`src/core/np_ext_consts.vh`:
```
// constants for the next-page and extended control register block
// Functional notes
// [RL1] reserved bits always read back as zero
// [RL2] manager writes reserved bits at default value
// [RL3] message page bit copied into outgoing page
// [RL4] can-comply bit copied into outgoing page
// [RL5] toggle inverts on every next page sent
// [RL6] first toggle is inverse base word bit 11
// [RL7] low eleven bits copied into code field
// [RL8] override enable, then one write alters protected bits
// [RL9] override enable clears after next write
// [RL10] hard reset latches port address from pins
// [RL11] software reset keeps latched port address
// [RL12] scrambler test mode forces descrambler out of lock
// [RL13] encoding select: zero nrz, one nrzi, reset one
// [RL14] invalid-code enable with tx error uses fixed table
// [RL15] scrambler disable bypasses both directions at 100m
// [RL16] protected bit unchanged without override enable
// [RL17] writes to port address bits are ignored
`ifndef NP_EXT_CONSTS_VH
`define NP_EXT_CONSTS_VH

// -----------------------------------------------------------------
// register addresses
// -----------------------------------------------------------------
`define NP_TX_ADDR 5'h08
`define EXT_CTRL_ADDR 5'h10

// -----------------------------------------------------------------
// next page transmit register fields
// -----------------------------------------------------------------
`define NP_MORE_BIT 15
`define NP_MSG_BIT 13
`define NP_CAN_COMPLY_FLAG_BIT 12
`define NP_TOGGLE_BIT 11
`define NP_CODE_MSB 10

// -----------------------------------------------------------------
// extended control register fields, reset values of both registers
// -----------------------------------------------------------------
`define EXT_OVR_BIT 15
`define EXT_ADDR_MSB 10
`define EXT_ADDR_LSB 6
`define EXT_TEST_BIT 5
`define EXT_NRZI_BIT 3
`define EXT_INV_BIT 2
`define EXT_SCR_BIT 0
`define EXT_NRZI_RST 1'b1
`define NP_CODE_RST 11'h001

// -----------------------------------------------------------------
// management frame timing, in management clock bits, and read / write opcodes
// -----------------------------------------------------------------
`define MGMT_PRE_BITS 5'h1f
`define MGMT_HDR_BITS 5'h0d
`define MGMT_DATA_BITS 5'h10
`define MGMT_OP_RD 2'h2
`define MGMT_OP_WR 2'h1

`endif

```
`src/core/np_ext_ctrl.v`:
```
// next page transmit and extended control registers with tx/rx options
`timescale 1ns/1ps
`include "np_ext_consts.vh"

module np_ext_ctrl (
  input wire sys_clk,
  input wire rst, // hardware / power-on reset
  input wire sw_reset, // software reset pulse
  input wire mdc,
  input wire mdio_in,
  output wire mdio_out,
  output wire mdio_oe_n,
  input wire addr0_led_pin,
  input wire addr1_led_pin,
  input wire addr2_led_pin,
  input wire addr3_led_pin,
  input wire addr4_led_pin,
  input wire base_bit11, // bit 11 of base link code word
  input wire np_sent, // pulse: a next page word went out
  input wire np_restart, // pulse: negotiation restarted
  output reg [15:0] np_word_reg, // outgoing next page word
  output reg override_en_reg, // override window for the protected scrambler-disable bit
  input wire speed_100,
  input wire tx_nib_valid,
  input wire [3:0] tx_nibble,
  input wire tx_er,
  output reg [4:0] tx_code_reg, // 5-bit code group
  input wire tx_bit_valid,
  input wire tx_bit_in, // serial code stream
  output reg tx_line_reg, // encoded serial line bit
  output reg descr_unlock_reg, // force descrambler out of lock
  output reg descr_bypass_reg // receive descrambler bypassed
);

  // -----------------------------------------------------------------
  // register storage
  // -----------------------------------------------------------------
  wire [4:0] reg_addr; // address of current write or read
  wire [15:0] wr_data;
  wire wr_req; // one-cycle write strobe
  reg [15:0] rd_mux; // read data for the frame engine
  reg [4:0] phy_addr_reg; // latched port address
  reg more_pages_flag_reg;
  reg message_page_flag_reg;
  reg can_comply_flag_reg;
  reg [10:0] code_reg; // message / unformatted code field
  reg test_mode_reg; // scrambler test mode
  reg nrzi_reg; // 1 nrzi, 0 nrz
  reg inv_code_reg; // invalid-code transmit enable
  reg scr_dis_reg; // scrambler disable, override protected
  reg last_toggle_reg; // toggle of previously sent page
  reg sent_any_reg; // a page has gone out since restart
  reg [10:0] lfsr_reg; // transmit scrambler state
  wire toggle_cur; // toggle for page about to go out
  wire wr_np;
  wire wr_ext;
  wire scr_bypass;
  wire scr_bit;
  wire [4:0] nib_code;

  assign wr_np = wr_req & (reg_addr == `NP_TX_ADDR);
  assign wr_ext = wr_req & (reg_addr == `EXT_CTRL_ADDR);
  // bypass only means something at 100 mb/s
  assign scr_bypass = scr_dis_reg & speed_100; // RL15

  // -----------------------------------------------------------------
  // frame engine on the management pins
  // -----------------------------------------------------------------
  mgmt_frame u_frame (
    .sys_clk(sys_clk),
    .rst(rst),
    .mdc(mdc),
    .mdio_in(mdio_in),
    .mdio_out(mdio_out),
    .mdio_oe_n(mdio_oe_n),
    .phy_addr(phy_addr_reg),
    .rd_data(rd_mux),
    .reg_addr(reg_addr),
    .wr_data(wr_data),
    .wr_req(wr_req)
  );

  // -----------------------------------------------------------------
  // port address latch
  // -----------------------------------------------------------------
  // sampled every cycle of hard reset, frozen from its release on;
  // sw_reset and management writes never reach it
  always @(posedge sys_clk) begin
    if (rst) begin
      phy_addr_reg <= {addr4_led_pin, addr3_led_pin, addr2_led_pin,
                       addr1_led_pin, addr0_led_pin}; // RL10
    end
  end // RL11 RL17

  // -----------------------------------------------------------------
  // next page transmit register
  // -----------------------------------------------------------------
  always @(posedge sys_clk) begin
    if (rst | sw_reset) begin
      more_pages_flag_reg <= 1'b0;
      message_page_flag_reg <= 1'b1;
      can_comply_flag_reg <= 1'b0;
      code_reg <= `NP_CODE_RST;
    end else if (wr_np) begin
      // reserved bit 14 and device-owned toggle are not stored
      more_pages_flag_reg <= wr_data[`NP_MORE_BIT];
      message_page_flag_reg <= wr_data[`NP_MSG_BIT];
      can_comply_flag_reg <= wr_data[`NP_CAN_COMPLY_FLAG_BIT];
      code_reg <= wr_data[`NP_CODE_MSB:0];
    end
  end

  // -----------------------------------------------------------------
  // toggle tracking across successive next pages
  // -----------------------------------------------------------------
  assign toggle_cur = sent_any_reg ? ~last_toggle_reg : ~base_bit11; // RL5 RL6

  always @(posedge sys_clk) begin
    if (rst | sw_reset | np_restart) begin
      sent_any_reg <= 1'b0;
      last_toggle_reg <= 1'b0;
    end else if (np_sent) begin
      sent_any_reg <= 1'b1;
      last_toggle_reg <= toggle_cur; // RL5
    end
  end

  // outgoing word rebuilt each cycle so it follows register writes
  always @(posedge sys_clk) begin
    if (rst) begin
      np_word_reg <= 16'h0000;
    end else begin
      np_word_reg <= {more_pages_flag_reg, 1'b0,
                      message_page_flag_reg, // RL3
                      can_comply_flag_reg, // RL4
                      toggle_cur,
                      code_reg}; // RL7
    end
  end

  // -----------------------------------------------------------------
  // extended control register
  // -----------------------------------------------------------------
  // the write that opens the override window does not itself pass
  // protected bits; only the following write does
  always @(posedge sys_clk) begin
    if (rst | sw_reset) begin
      override_en_reg <= 1'b0;
      test_mode_reg <= 1'b0;
      nrzi_reg <= `EXT_NRZI_RST; // RL13
      inv_code_reg <= 1'b0;
      scr_dis_reg <= 1'b0;
    end else begin
      if (wr_req) begin
        // any write closes the window; reg16 may reopen it
        override_en_reg <= wr_ext & wr_data[`EXT_OVR_BIT]; // RL8 RL9
      end
      if (wr_ext) begin
        test_mode_reg <= wr_data[`EXT_TEST_BIT];
        nrzi_reg <= wr_data[`EXT_NRZI_BIT];
        inv_code_reg <= wr_data[`EXT_INV_BIT];
        if (override_en_reg) begin
          scr_dis_reg <= wr_data[`EXT_SCR_BIT]; // RL8
        end // RL16
      end
    end
  end

  // -----------------------------------------------------------------
  // read mux, reserved bits forced low
  // -----------------------------------------------------------------
  always @* begin
    case (reg_addr)
      `NP_TX_ADDR: begin
        rd_mux = {more_pages_flag_reg, 1'b0, message_page_flag_reg,
                  can_comply_flag_reg, toggle_cur, code_reg}; // RL1
      end
      `EXT_CTRL_ADDR: begin
        rd_mux = {override_en_reg, 4'h0, phy_addr_reg, test_mode_reg,
                  1'b0, nrzi_reg, inv_code_reg, 1'b0, scr_dis_reg}; // RL1
      end
      default: begin
        rd_mux = 16'h0000; // unmapped here: reads as zero
      end
    endcase
  end

  // -----------------------------------------------------------------
  // nibble to code-group translation
  // -----------------------------------------------------------------
  function [4:0] enc_normal;
    input [3:0] n;
    begin
      case (n)
        4'h0: enc_normal = 5'h1e;
        4'h1: enc_normal = 5'h09;
        4'h2: enc_normal = 5'h14;
        4'h3: enc_normal = 5'h15;
        4'h4: enc_normal = 5'h0a;
        4'h5: enc_normal = 5'h0b;
        4'h6: enc_normal = 5'h0e;
        4'h7: enc_normal = 5'h0f;
        4'h8: enc_normal = 5'h12;
        4'h9: enc_normal = 5'h13;
        4'ha: enc_normal = 5'h16;
        4'hb: enc_normal = 5'h17;
        4'hc: enc_normal = 5'h1a;
        4'hd: enc_normal = 5'h1b;
        4'he: enc_normal = 5'h1c;
        default: enc_normal = 5'h1d;
      endcase
    end
  endfunction

  // test table: produces groups the normal mapping never emits
  function [4:0] enc_invalid;
    input [3:0] n;
    begin
      case (n)
        4'h8: enc_invalid = 5'h00;
        4'h9: enc_invalid = 5'h0d;
        4'ha: enc_invalid = 5'h0c;
        4'hb: enc_invalid = 5'h11;
        4'hc: enc_invalid = 5'h10;
        4'hd: enc_invalid = 5'h19;
        4'he: enc_invalid = 5'h18;
        4'hf: enc_invalid = 5'h1f;
        default: enc_invalid = {1'b0, n};
      endcase
    end
  endfunction

  assign nib_code = (inv_code_reg & tx_er) ? enc_invalid(tx_nibble) : enc_normal(tx_nibble); // RL14

  always @(posedge sys_clk) begin
    if (rst) begin
      tx_code_reg <= 5'h1f;
    end else if (tx_nib_valid) begin
      tx_code_reg <= nib_code; // RL14
    end
  end

  // -----------------------------------------------------------------
  // serial scrambler and line coding
  // -----------------------------------------------------------------
  // x^11 + x^9 + 1 keystream; lfsr keeps running when bypassed so
  // re-enabling needs no re-seed
  assign scr_bit = scr_bypass ? tx_bit_in : (tx_bit_in ^ lfsr_reg[10]); // RL15

  always @(posedge sys_clk) begin
    if (rst) begin
      lfsr_reg <= 11'h7ff;
      tx_line_reg <= 1'b0;
    end else if (tx_bit_valid) begin
      lfsr_reg <= {lfsr_reg[9:0], lfsr_reg[10] ^ lfsr_reg[8]};
      if (nrzi_reg) begin
        tx_line_reg <= tx_line_reg ^ scr_bit; // RL13
      end else begin
        tx_line_reg <= scr_bit; // RL13
      end
    end
  end

  // -----------------------------------------------------------------
  // receive descrambler controls
  // -----------------------------------------------------------------
  always @(posedge sys_clk) begin
    if (rst) begin
      descr_unlock_reg <= 1'b0;
      descr_bypass_reg <= 1'b0;
    end else begin
      descr_unlock_reg <= test_mode_reg; // RL12
      descr_bypass_reg <= scr_bypass; // RL15
    end
  end

endmodule // np_ext_ctrl

```
`src/core/mgmt_frame.v`:
```
// serial management frame engine: decodes frames, drives read data
`timescale 1ns/1ps
`include "np_ext_consts.vh"

module mgmt_frame (
  input wire sys_clk,
  input wire rst,
  input wire mdc, // management clock, sampled as a data input
  input wire mdio_in,
  output reg mdio_out,
  output reg mdio_oe_n, // low while this end drives the line
  input wire [4:0] phy_addr, // latched port address
  input wire [15:0] rd_data, // read mux, sampled on the second turnaround rise
  output reg [4:0] reg_addr,
  output reg [15:0] wr_data,
  output reg wr_req // one-cycle write strobe
);

  // -----------------------------------------------------------------
  // frame states
  // -----------------------------------------------------------------
  localparam S_PRE = 2'd0;
  localparam S_HDR = 2'd1;
  localparam S_TA = 2'd2;
  localparam S_DAT = 2'd3;

  reg mdc_reg; // previous mdc level for edge detect
  reg [1:0] state_reg;
  reg [4:0] cnt_reg; // bit counter within a field
  reg [15:0] sh_reg; // header / data shift register
  reg is_rd_reg; // frame is a read aimed at this port
  reg is_wr_reg; // frame is a write aimed at this port
  wire rise;
  wire hdr_rd;
  wire hdr_wr;

  assign rise = mdc & ~mdc_reg;
  // thirteen header bits land in [12:0]: st1, op[1:0], phy[4:0], reg[4:0]
  assign hdr_rd = sh_reg[12] & (sh_reg[11:10] == `MGMT_OP_RD) & (sh_reg[9:5] == phy_addr);
  assign hdr_wr = sh_reg[12] & (sh_reg[11:10] == `MGMT_OP_WR) & (sh_reg[9:5] == phy_addr);

  // -----------------------------------------------------------------
  // frame sequencer, advances on each rising management clock
  // -----------------------------------------------------------------
  always @(posedge sys_clk) begin
    wr_req <= 1'b0;
    if (rst) begin
      mdc_reg <= 1'b0;
      state_reg <= S_PRE;
      cnt_reg <= 5'h00;
      sh_reg <= 16'h0000;
      is_rd_reg <= 1'b0;
      is_wr_reg <= 1'b0;
      reg_addr <= 5'h00;
      wr_data <= 16'h0000;
      mdio_out <= 1'b1;
      mdio_oe_n <= 1'b1;
    end else begin
      mdc_reg <= mdc;
      if (rise) begin
        case (state_reg)
          S_PRE: begin
            // count ones; a zero after a full preamble starts a frame
            if (mdio_in) begin
              if (cnt_reg != `MGMT_PRE_BITS) begin
                cnt_reg <= cnt_reg + 5'h01;
              end
            end else if (cnt_reg == `MGMT_PRE_BITS) begin
              state_reg <= S_HDR;
              cnt_reg <= 5'h00;
            end else begin
              cnt_reg <= 5'h00;
            end
          end
          S_HDR: begin
            sh_reg <= {sh_reg[14:0], mdio_in};
            cnt_reg <= cnt_reg + 5'h01;
            if (cnt_reg == `MGMT_HDR_BITS - 5'h01) begin
              state_reg <= S_TA;
              cnt_reg <= 5'h00;
            end
          end
          S_TA: begin
            if (cnt_reg == 5'h00) begin
              // decode header once complete
              is_rd_reg <= hdr_rd;
              is_wr_reg <= hdr_wr;
              reg_addr <= sh_reg[4:0];
              cnt_reg <= 5'h01;
              if (hdr_rd) begin
                mdio_out <= 1'b0; // second turnaround bit
                mdio_oe_n <= 1'b0;
              end
            end else begin
              state_reg <= S_DAT;
              cnt_reg <= 5'h00;
              if (is_rd_reg) begin
                sh_reg <= {rd_data[14:0], 1'b0};
                mdio_out <= rd_data[15];
              end
            end
          end
          S_DAT: begin
            cnt_reg <= cnt_reg + 5'h01;
            if (is_rd_reg) begin
              mdio_out <= sh_reg[15];
              sh_reg <= {sh_reg[14:0], 1'b0};
            end else begin
              sh_reg <= {sh_reg[14:0], mdio_in};
            end
            if (cnt_reg == `MGMT_DATA_BITS - 5'h01) begin
              // frame done: release line, post a write
              state_reg <= S_PRE;
              cnt_reg <= 5'h00;
              mdio_out <= 1'b1;
              mdio_oe_n <= 1'b1;
              if (is_wr_reg) begin
                wr_data <= {sh_reg[14:0], mdio_in};
                wr_req <= 1'b1;
              end
            end
          end
          default: begin
            state_reg <= S_PRE;
          end
        endcase
      end
    end
  end

endmodule // mgmt_frame

```
`config.mk`:
```
export PLATFORM = sky130hd
export DESIGN_NAME = np_ext_ctrl
export DESIGN_NICKNAME = d
export VERILOG_FILES = /design/src/core/np_ext_ctrl.v /design/src/core/mgmt_frame.v
export VERILOG_INCLUDE_DIRS = /design/src /design/src/core
export SDC_FILE = /design/constraint.sdc
export NUM_CORES = 1
export LEC_CHECK = 0
export BUFFER_PORTS_ARGS = -buffer_cell sky130_fd_sc_hd__buf_2
export CAP_MARGIN = 20
export CORE_MARGIN = 10
export CORE_UTILIZATION = 40
export DETAILED_ROUTE_END_ITERATION = 10
export SETUP_SLACK_MARGIN = 0.15
export SLEW_MARGIN = 40
export SYNTH_ARGS = -nofsm -noshare
export SYNTH_HDL_FRONTEND = slang
export SYNTH_SLANG_ARGS = --single-unit
export TNS_END_PERCENT = 10
```
`constraint.sdc`:
```
create_clock -name sys_clk -period 2.5 [get_ports sys_clk]
set_input_delay 0.375 -clock sys_clk [delete_from_list [all_inputs] [get_ports sys_clk]]
set_output_delay 0.375 -clock sys_clk [all_outputs]
set_load 0.005 [all_outputs]
```
==> results.yml, run 1 <==
yosys:
  ys_top_cells_by_area: "dfxtp_1, nand2_1, nor2b_1"
  ys_async_sr_fraction_pct: 0
  yosysUniqueCellTypes: 46
  synth_top_family_by_area: "simple AND/OR/NAND/NOR gates"
  synth_nets: 538
  netlist_top_cells_count: "dfxtp_1, nand2_1, a21oi_1, nor2_1, nor2b_1"
  yosys_warnings: 0
  synth_compound_area_share_pct: 17.4
  synth_top_area_share_pct: 46.4
  synthMuxAreaShare_pct: 2.48
  syn_area_um2: 4440
  yosysSeqAreaShare_pct: 49.8
  synth-simple-area-share_pct: 21.4
  synth_most_common_cell: "dfxtp_1"
  synthesis.instances: 507
  ys_ff_latch: 108
  ys.flop_type: "dfxtp_1"
  synth_xor_area_share_pct: 1.78
  synth_edf_count: 5
  syn_area_per_cell_um2: 8.76
  synth_fa_ha_area_share_pct: 2.54
  synth_area_leader_cell: "dfxtp_1"
drt:
  avgViaCountPerCell: 5.24
  routed_wl_um: 10400
  drt_pre_antenna_iters: 5
  drt_iter0_markers: 229
  wl_per_cell_um: 15.2
  vias: 3572
  drc: 0
  ant_nets: 0
sta:
  rsz0062_at_grt: "false"
  final.min_clock_period_ps: 2220
  timing.hold.ws_ps: 162
  clock_skew_ps: 12.0
  fin_tns_setup_ps: 0
  slew_violations: 0
  relSlewSlack_pct: 51.9
  hold_viol: 0
  setup_viol: 0
  post-route-period-util_pct: 88.7
  fmax_mhz: 451
  tightest_slew_ps: 722
placed_design:
  dp_cells: 666
  portBuffers: 47
  dp_hpwl_um: 7220
  gp_congestion: 0.802
clocking:
  cts_made_buffers: 9
  path_clk_slew_ps: 110
  cts_root_buffer: "clkbuf_8"
  htree_levels: 3
  cts_tree: "built"
  clockBufferDepth: 2
  cts_sinks: 108
  cts_setup_buffers: 0
  worst_skew_pair.late_latency_ps: 380
  cts_resized: 0
  postCtsHoldBufs: 0
floorplanning:
  row_count: 38
  num_io_pins: 49
  die_h_um: 125
  coreArea_um2: 10800
  die_area_um2: 15700
  die_x_um: 125
  start_util_pct: 41.0
cells_and_area:
  multi_input_area_um2: 2030
  antennaDiodeCount: 0
  final_nets: 568
  drive_above_1_share_pct: 14.0
  largest_register_ffs: 16
  final-seq-area_um2: 2210
  fill_cells: 1072
  instances_no_fill: 682
  area_delta_synth_final_pct: 11.6
  post-route-util_pct: 45.7
worst_setup_path:
  worstPathMaxFanout: 10
  required_ps: 2820
  critPathKind: "flop to flop"
  worst_setup_path_end_kind: "flop"
  crit_path_start_kind: "flop"
  arrival_ps: 2540
global_route:
  grt_max_degree: 36
  grt_usage_pct: 12.8
  grt-ovfl-total: 0
  grt_pass1_vias: 3447
  antenna_found_initial: 0
  grt_pass1_wl_um: 16900
status:
  run_status: "finished clean"
pwr:
  power_uw: 3040
  ir_drop_mv: 0.262
  power_density_nw_per_um2: 614
  leakage_uw: 0.00189
worst_hold_path:
  min_path_type: "primary input to flop"
flow_run:
  maxCapViolations: 0
==> worst max-delay path, stage by stage (launching register included) <==
cell     delay [ps]
dfxtp_1         360
inv_1            70
ha_1            160
or4b_4          510
or3_1           530
nor3b_2         240
nand4_1         130
a21oi_1         170
==> path summary, 6_finish.rpt <==
check                      start                   to  slack [ps]  cells past startpoint
max           u_frame.cnt_reg[0]    u_frame.is_wr_reg         280                      7
min                   np_restart      last_toggle_reg         160                      2
max reg2reg   u_frame.cnt_reg[0]    u_frame.is_wr_reg         280                      7
min reg2reg  u_frame.wr_data[12]  u_frame.wr_data[12]         460                      2
==> through the flow <==
| stage | setup WS [ps] | cell area (um^2) |
|---|---|---|
| 2_1_floorplan | 566 | 4440 |
| 3_3_place_gp | 390 | 4760 |
| 3_5_place_dp | 309 | 4760 |
| 4_1_cts | 298 | 4960 |
| 5_1_grt | 183 | 4960 |
| 6_report | 281 | 4960 |
==> cell type report <==
type                    count  area share, %
flip-flops and latches    108           44.6
multi-input cells         350           41.1
repair buffers             53           5.66
well taps                 140           3.53
clock buffers              10           2.78
clock inverters             6           1.21
inverters                  15           1.14
==> layer usage <==
metal	global-route usage (%)	up-vias	routed length (um)	part of all wire, %
met5	0	-	0	0
met4	5.62	0	180	1.7
met3	2.79	13	619	6.0
met2	19.7	90	4630	45
met1	16.8	1665	4930	48
li1	-	1804	-	-
==> report_power, final <==
group          total (uW)  internal [uW]  switching [uW]
clock                1090            490             602
sequential           1790           1770            20.7
combinational         165           69.0            96.3
==> placed cells by master (no fill, tap or decap), types with 2 or more instances in the layout <==
cell,synthesis,routed
nor2b_1,37,37
o21ai_0,15,15
xor2_1,7,7
nor4_1,2,2
nor3_1,8,7
a22o_1,2,2
xnor2_1,2,2
clkinv_2,0,3
dfxtp_1,103,103
mux2i_1,11,11
inv_1,15,15
nand2b_1,3,3
a21o_1,2,2
a21oi_1,44,44
buf_2,2,47
a22oi_1,8,8
nor2_1,44,44
a311oi_1,5,5
and3_1,5,5
a31oi_1,2,2
a222oi_1,6,6
ha_1,9,9
a211oi_1,12,12
clkbuf_8,0,10
a211o_1,12,12
or2_2,3,3
nand4_1,5,5
nand2_1,82,82
buf_4,1,6
a221oi_1,3,3
nand3_1,8,8
edfxtp_1,5,5
==> logic make-up (layout without fill, tap and decap cells) <==
kind of cell / after synthesis / after routing
AO/OA/AOI/OAI: 117 / 117
XOR/XNOR: 9 / 9
adder cells (fa/ha/maj): 9 / 9
buffers and inverters: 49 / 84
flip-flops: 108 / 108
multiplexers: 11 / 11
other: 1 / 1
AND/OR/NAND/NOR: 203 / 203
No activity file was read; power rests on OpenSTA's default activity.
==> run 2: changes to the inputs <==
--- a/config.mk
+++ b/config.mk
@@ -8,9 +8,12 @@
 export LEC_CHECK = 0
 export BUFFER_PORTS_ARGS = -buffer_cell sky130_fd_sc_hd__buf_2
 export CAP_MARGIN = 20
+export CELL_PAD_IN_SITES_DETAIL_PLACEMENT = 1
+export CELL_PAD_IN_SITES_GLOBAL_PLACEMENT = 1
 export CORE_MARGIN = 10
 export CORE_UTILIZATION = 40
 export DETAILED_ROUTE_END_ITERATION = 10
+export PLACE_DENSITY_LB_ADDON = 0.1
 export SETUP_SLACK_MARGIN = 0.15
 export SLEW_MARGIN = 40
 export SYNTH_ARGS = -nofsm -noshare
==> run 2 against run 1 <==
Against the previous run:
- sequential cell count unchanged
- register-to-register slack better by 20 ps
- final cell count down 0.15%
- critical path type unchanged
- largest cell class unchanged
- largest power group unchanged
==> results.yml, run 2 (synthesized netlist as in run 1, its figures left out) <==
status:
  run_status: "finished clean"
drt:
  drt_pre_antenna_iters: 4
  avgViaCountPerCell: 5.33
  wl_per_cell_um: 16.7
  vias: 3632
  ant_nets: 0
  routed_wl_um: 11300
  drc: 0
  drt_iter0_markers: 208
clocking:
  cts_root_buffer: "clkbuf_8"
  clockBufferDepth: 2
  postCtsHoldBufs: 0
  htree_levels: 3
  path_clk_slew_ps: 100
  cts_setup_buffers: 0
  worst_skew_pair.late_latency_ps: 380
  cts_made_buffers: 9
  cts_resized: 0
  cts_sinks: 108
  cts_tree: "built"
sta:
  fin_tns_setup_ps: 0
  clock_skew_ps: 10.1
  post-route-period-util_pct: 88.1
  setup_viol: 0
  hold_viol: 0
  rsz0062_at_grt: "true"
  relSlewSlack_pct: 54.0
  tightest_slew_ps: 690
  slew_violations: 0
  layout_setup_ws_ps: 298
  final.min_clock_period_ps: 2200
  fmax_mhz: 454
global_route:
  met3_usage_pct: 4.35
  grt_pass1_wl_um: 19100
  grt_pass1_vias: 3761
  antenna_found_initial: 0
  met1_usage_pct: 18.5
  use_met2_pct: 23.7
  grt-ovfl-total: 0
  top_usage_layer: "met2"
  grt_max_degree: 57
  grt_usage_pct: 14.6
worst_setup_path:
  cpMaxStageDelayCell: "or3_1"
  worstPathMaxFanout: 10
  worst_setup_path_end_kind: "flop"
  arrival_ps: 2520
  crit_chain: "inv_1, ha_1, or4b_4, or3_1, nor3b_2, nand4_1, a21oi_1"
  slowest_delay_ps: 530
  crit_path_start_kind: "flop"
  required_ps: 2820
  critPathKind: "flop to flop"
cells_and_area:
  post-route-util_pct: 45.6
  largest_register_ffs: 16
  final_nets: 568
  layout_commonest_cell: "dfxtp_1"
  antennaDiodeCount: 0
  area_delta_synth_final_pct: 11.4
  final_cell_mix: "dfxtp_1, nand2_1, buf_2, a21oi_1, nor2_1"
  drive_above_1_share_pct: 13.7
pwr:
  ir_drop_mv: 0.309
  leakage_uw: 0.00187
  power_density_nw_per_um2: 593
floorplanning:
  num_io_pins: 49
  die_area_um2: 15700
  start_util_pct: 41.0
  die_x_um: 125
  die_h_um: 125
  row_count: 38
  coreArea_um2: 10800
placed_design:
  portBuffers: 47
  dp_hpwl_um: 7930
  gp_congestion: 0.815
  pre_cts_slack_ps: 303
flow_run:
  maxCapViolations: 0
worst_hold_path:
  min_path_type: "primary input to flop"
-- run 2: area by class of cell --
class / count / area, um^2
fillers: 1314 / 5900
flip-flops and latches: 108 / 2210
multi-input cells: 350 / 2040
repair buffers: 53 / 293
well taps: 140 / 175
clock buffers: 12 / 145
inverters: 15 / 56.3
clock inverters: 3 / 22.5
-- run 2: final timing paths --
check | startpoint | endpoint | slack, ps | cells past startpoint
worst max-delay path | u_frame.cnt_reg[0] | u_frame.is_wr_reg | 300 | 7
worst min-delay path | addr0_led_pin | phy_addr_reg[0] | 160 | 1
worst max register to register | u_frame.cnt_reg[0] | u_frame.is_wr_reg | 300 | 7
worst min register to register | u_frame.wr_data[12] | can_comply_flag_reg | 450 | 2
-- run 2: routing by layer --
metal	vias up	part of all wire (%)
li1	1801	-
met1	1765	48
met2	58	47
met3	8	4.4
met4	0	0.90
met5	-	0
-- run 2: metrics by stage --
| stage | total power [uW] | cells | hold slack (ps) | area (um^2) |
|---|---|---|---|---|
| floorplan | 1930 | 507 | 431 | 4440 |
| global placement | 1990 | 666 | 435 | 4770 |
| detailed placement | 2000 | 666 | 445 | 4770 |
| CTS | 2980 | 681 | 142 | 4940 |
| global route | 3080 | 681 | 141 | 4940 |
| finish | 2930 | 681 | 164 | 4940 |
-- run 2: power by group --
part	total, uW	internal, uW	switching (uW)
registers	1790	1770	21.9
logic	168	70.4	98.0
clock network	977	388	589
total	2930	2220	708
-- run 2: critical path: cells and delay by family (launching register included) --
family,cells,cell delay (ps)
AO/OA/AOI/OAI,1,170
adder cells (fa/ha/maj),1,150
buffers and inverters,1,70
flip-flops,1,360
AND/OR/NAND/NOR,4,1380
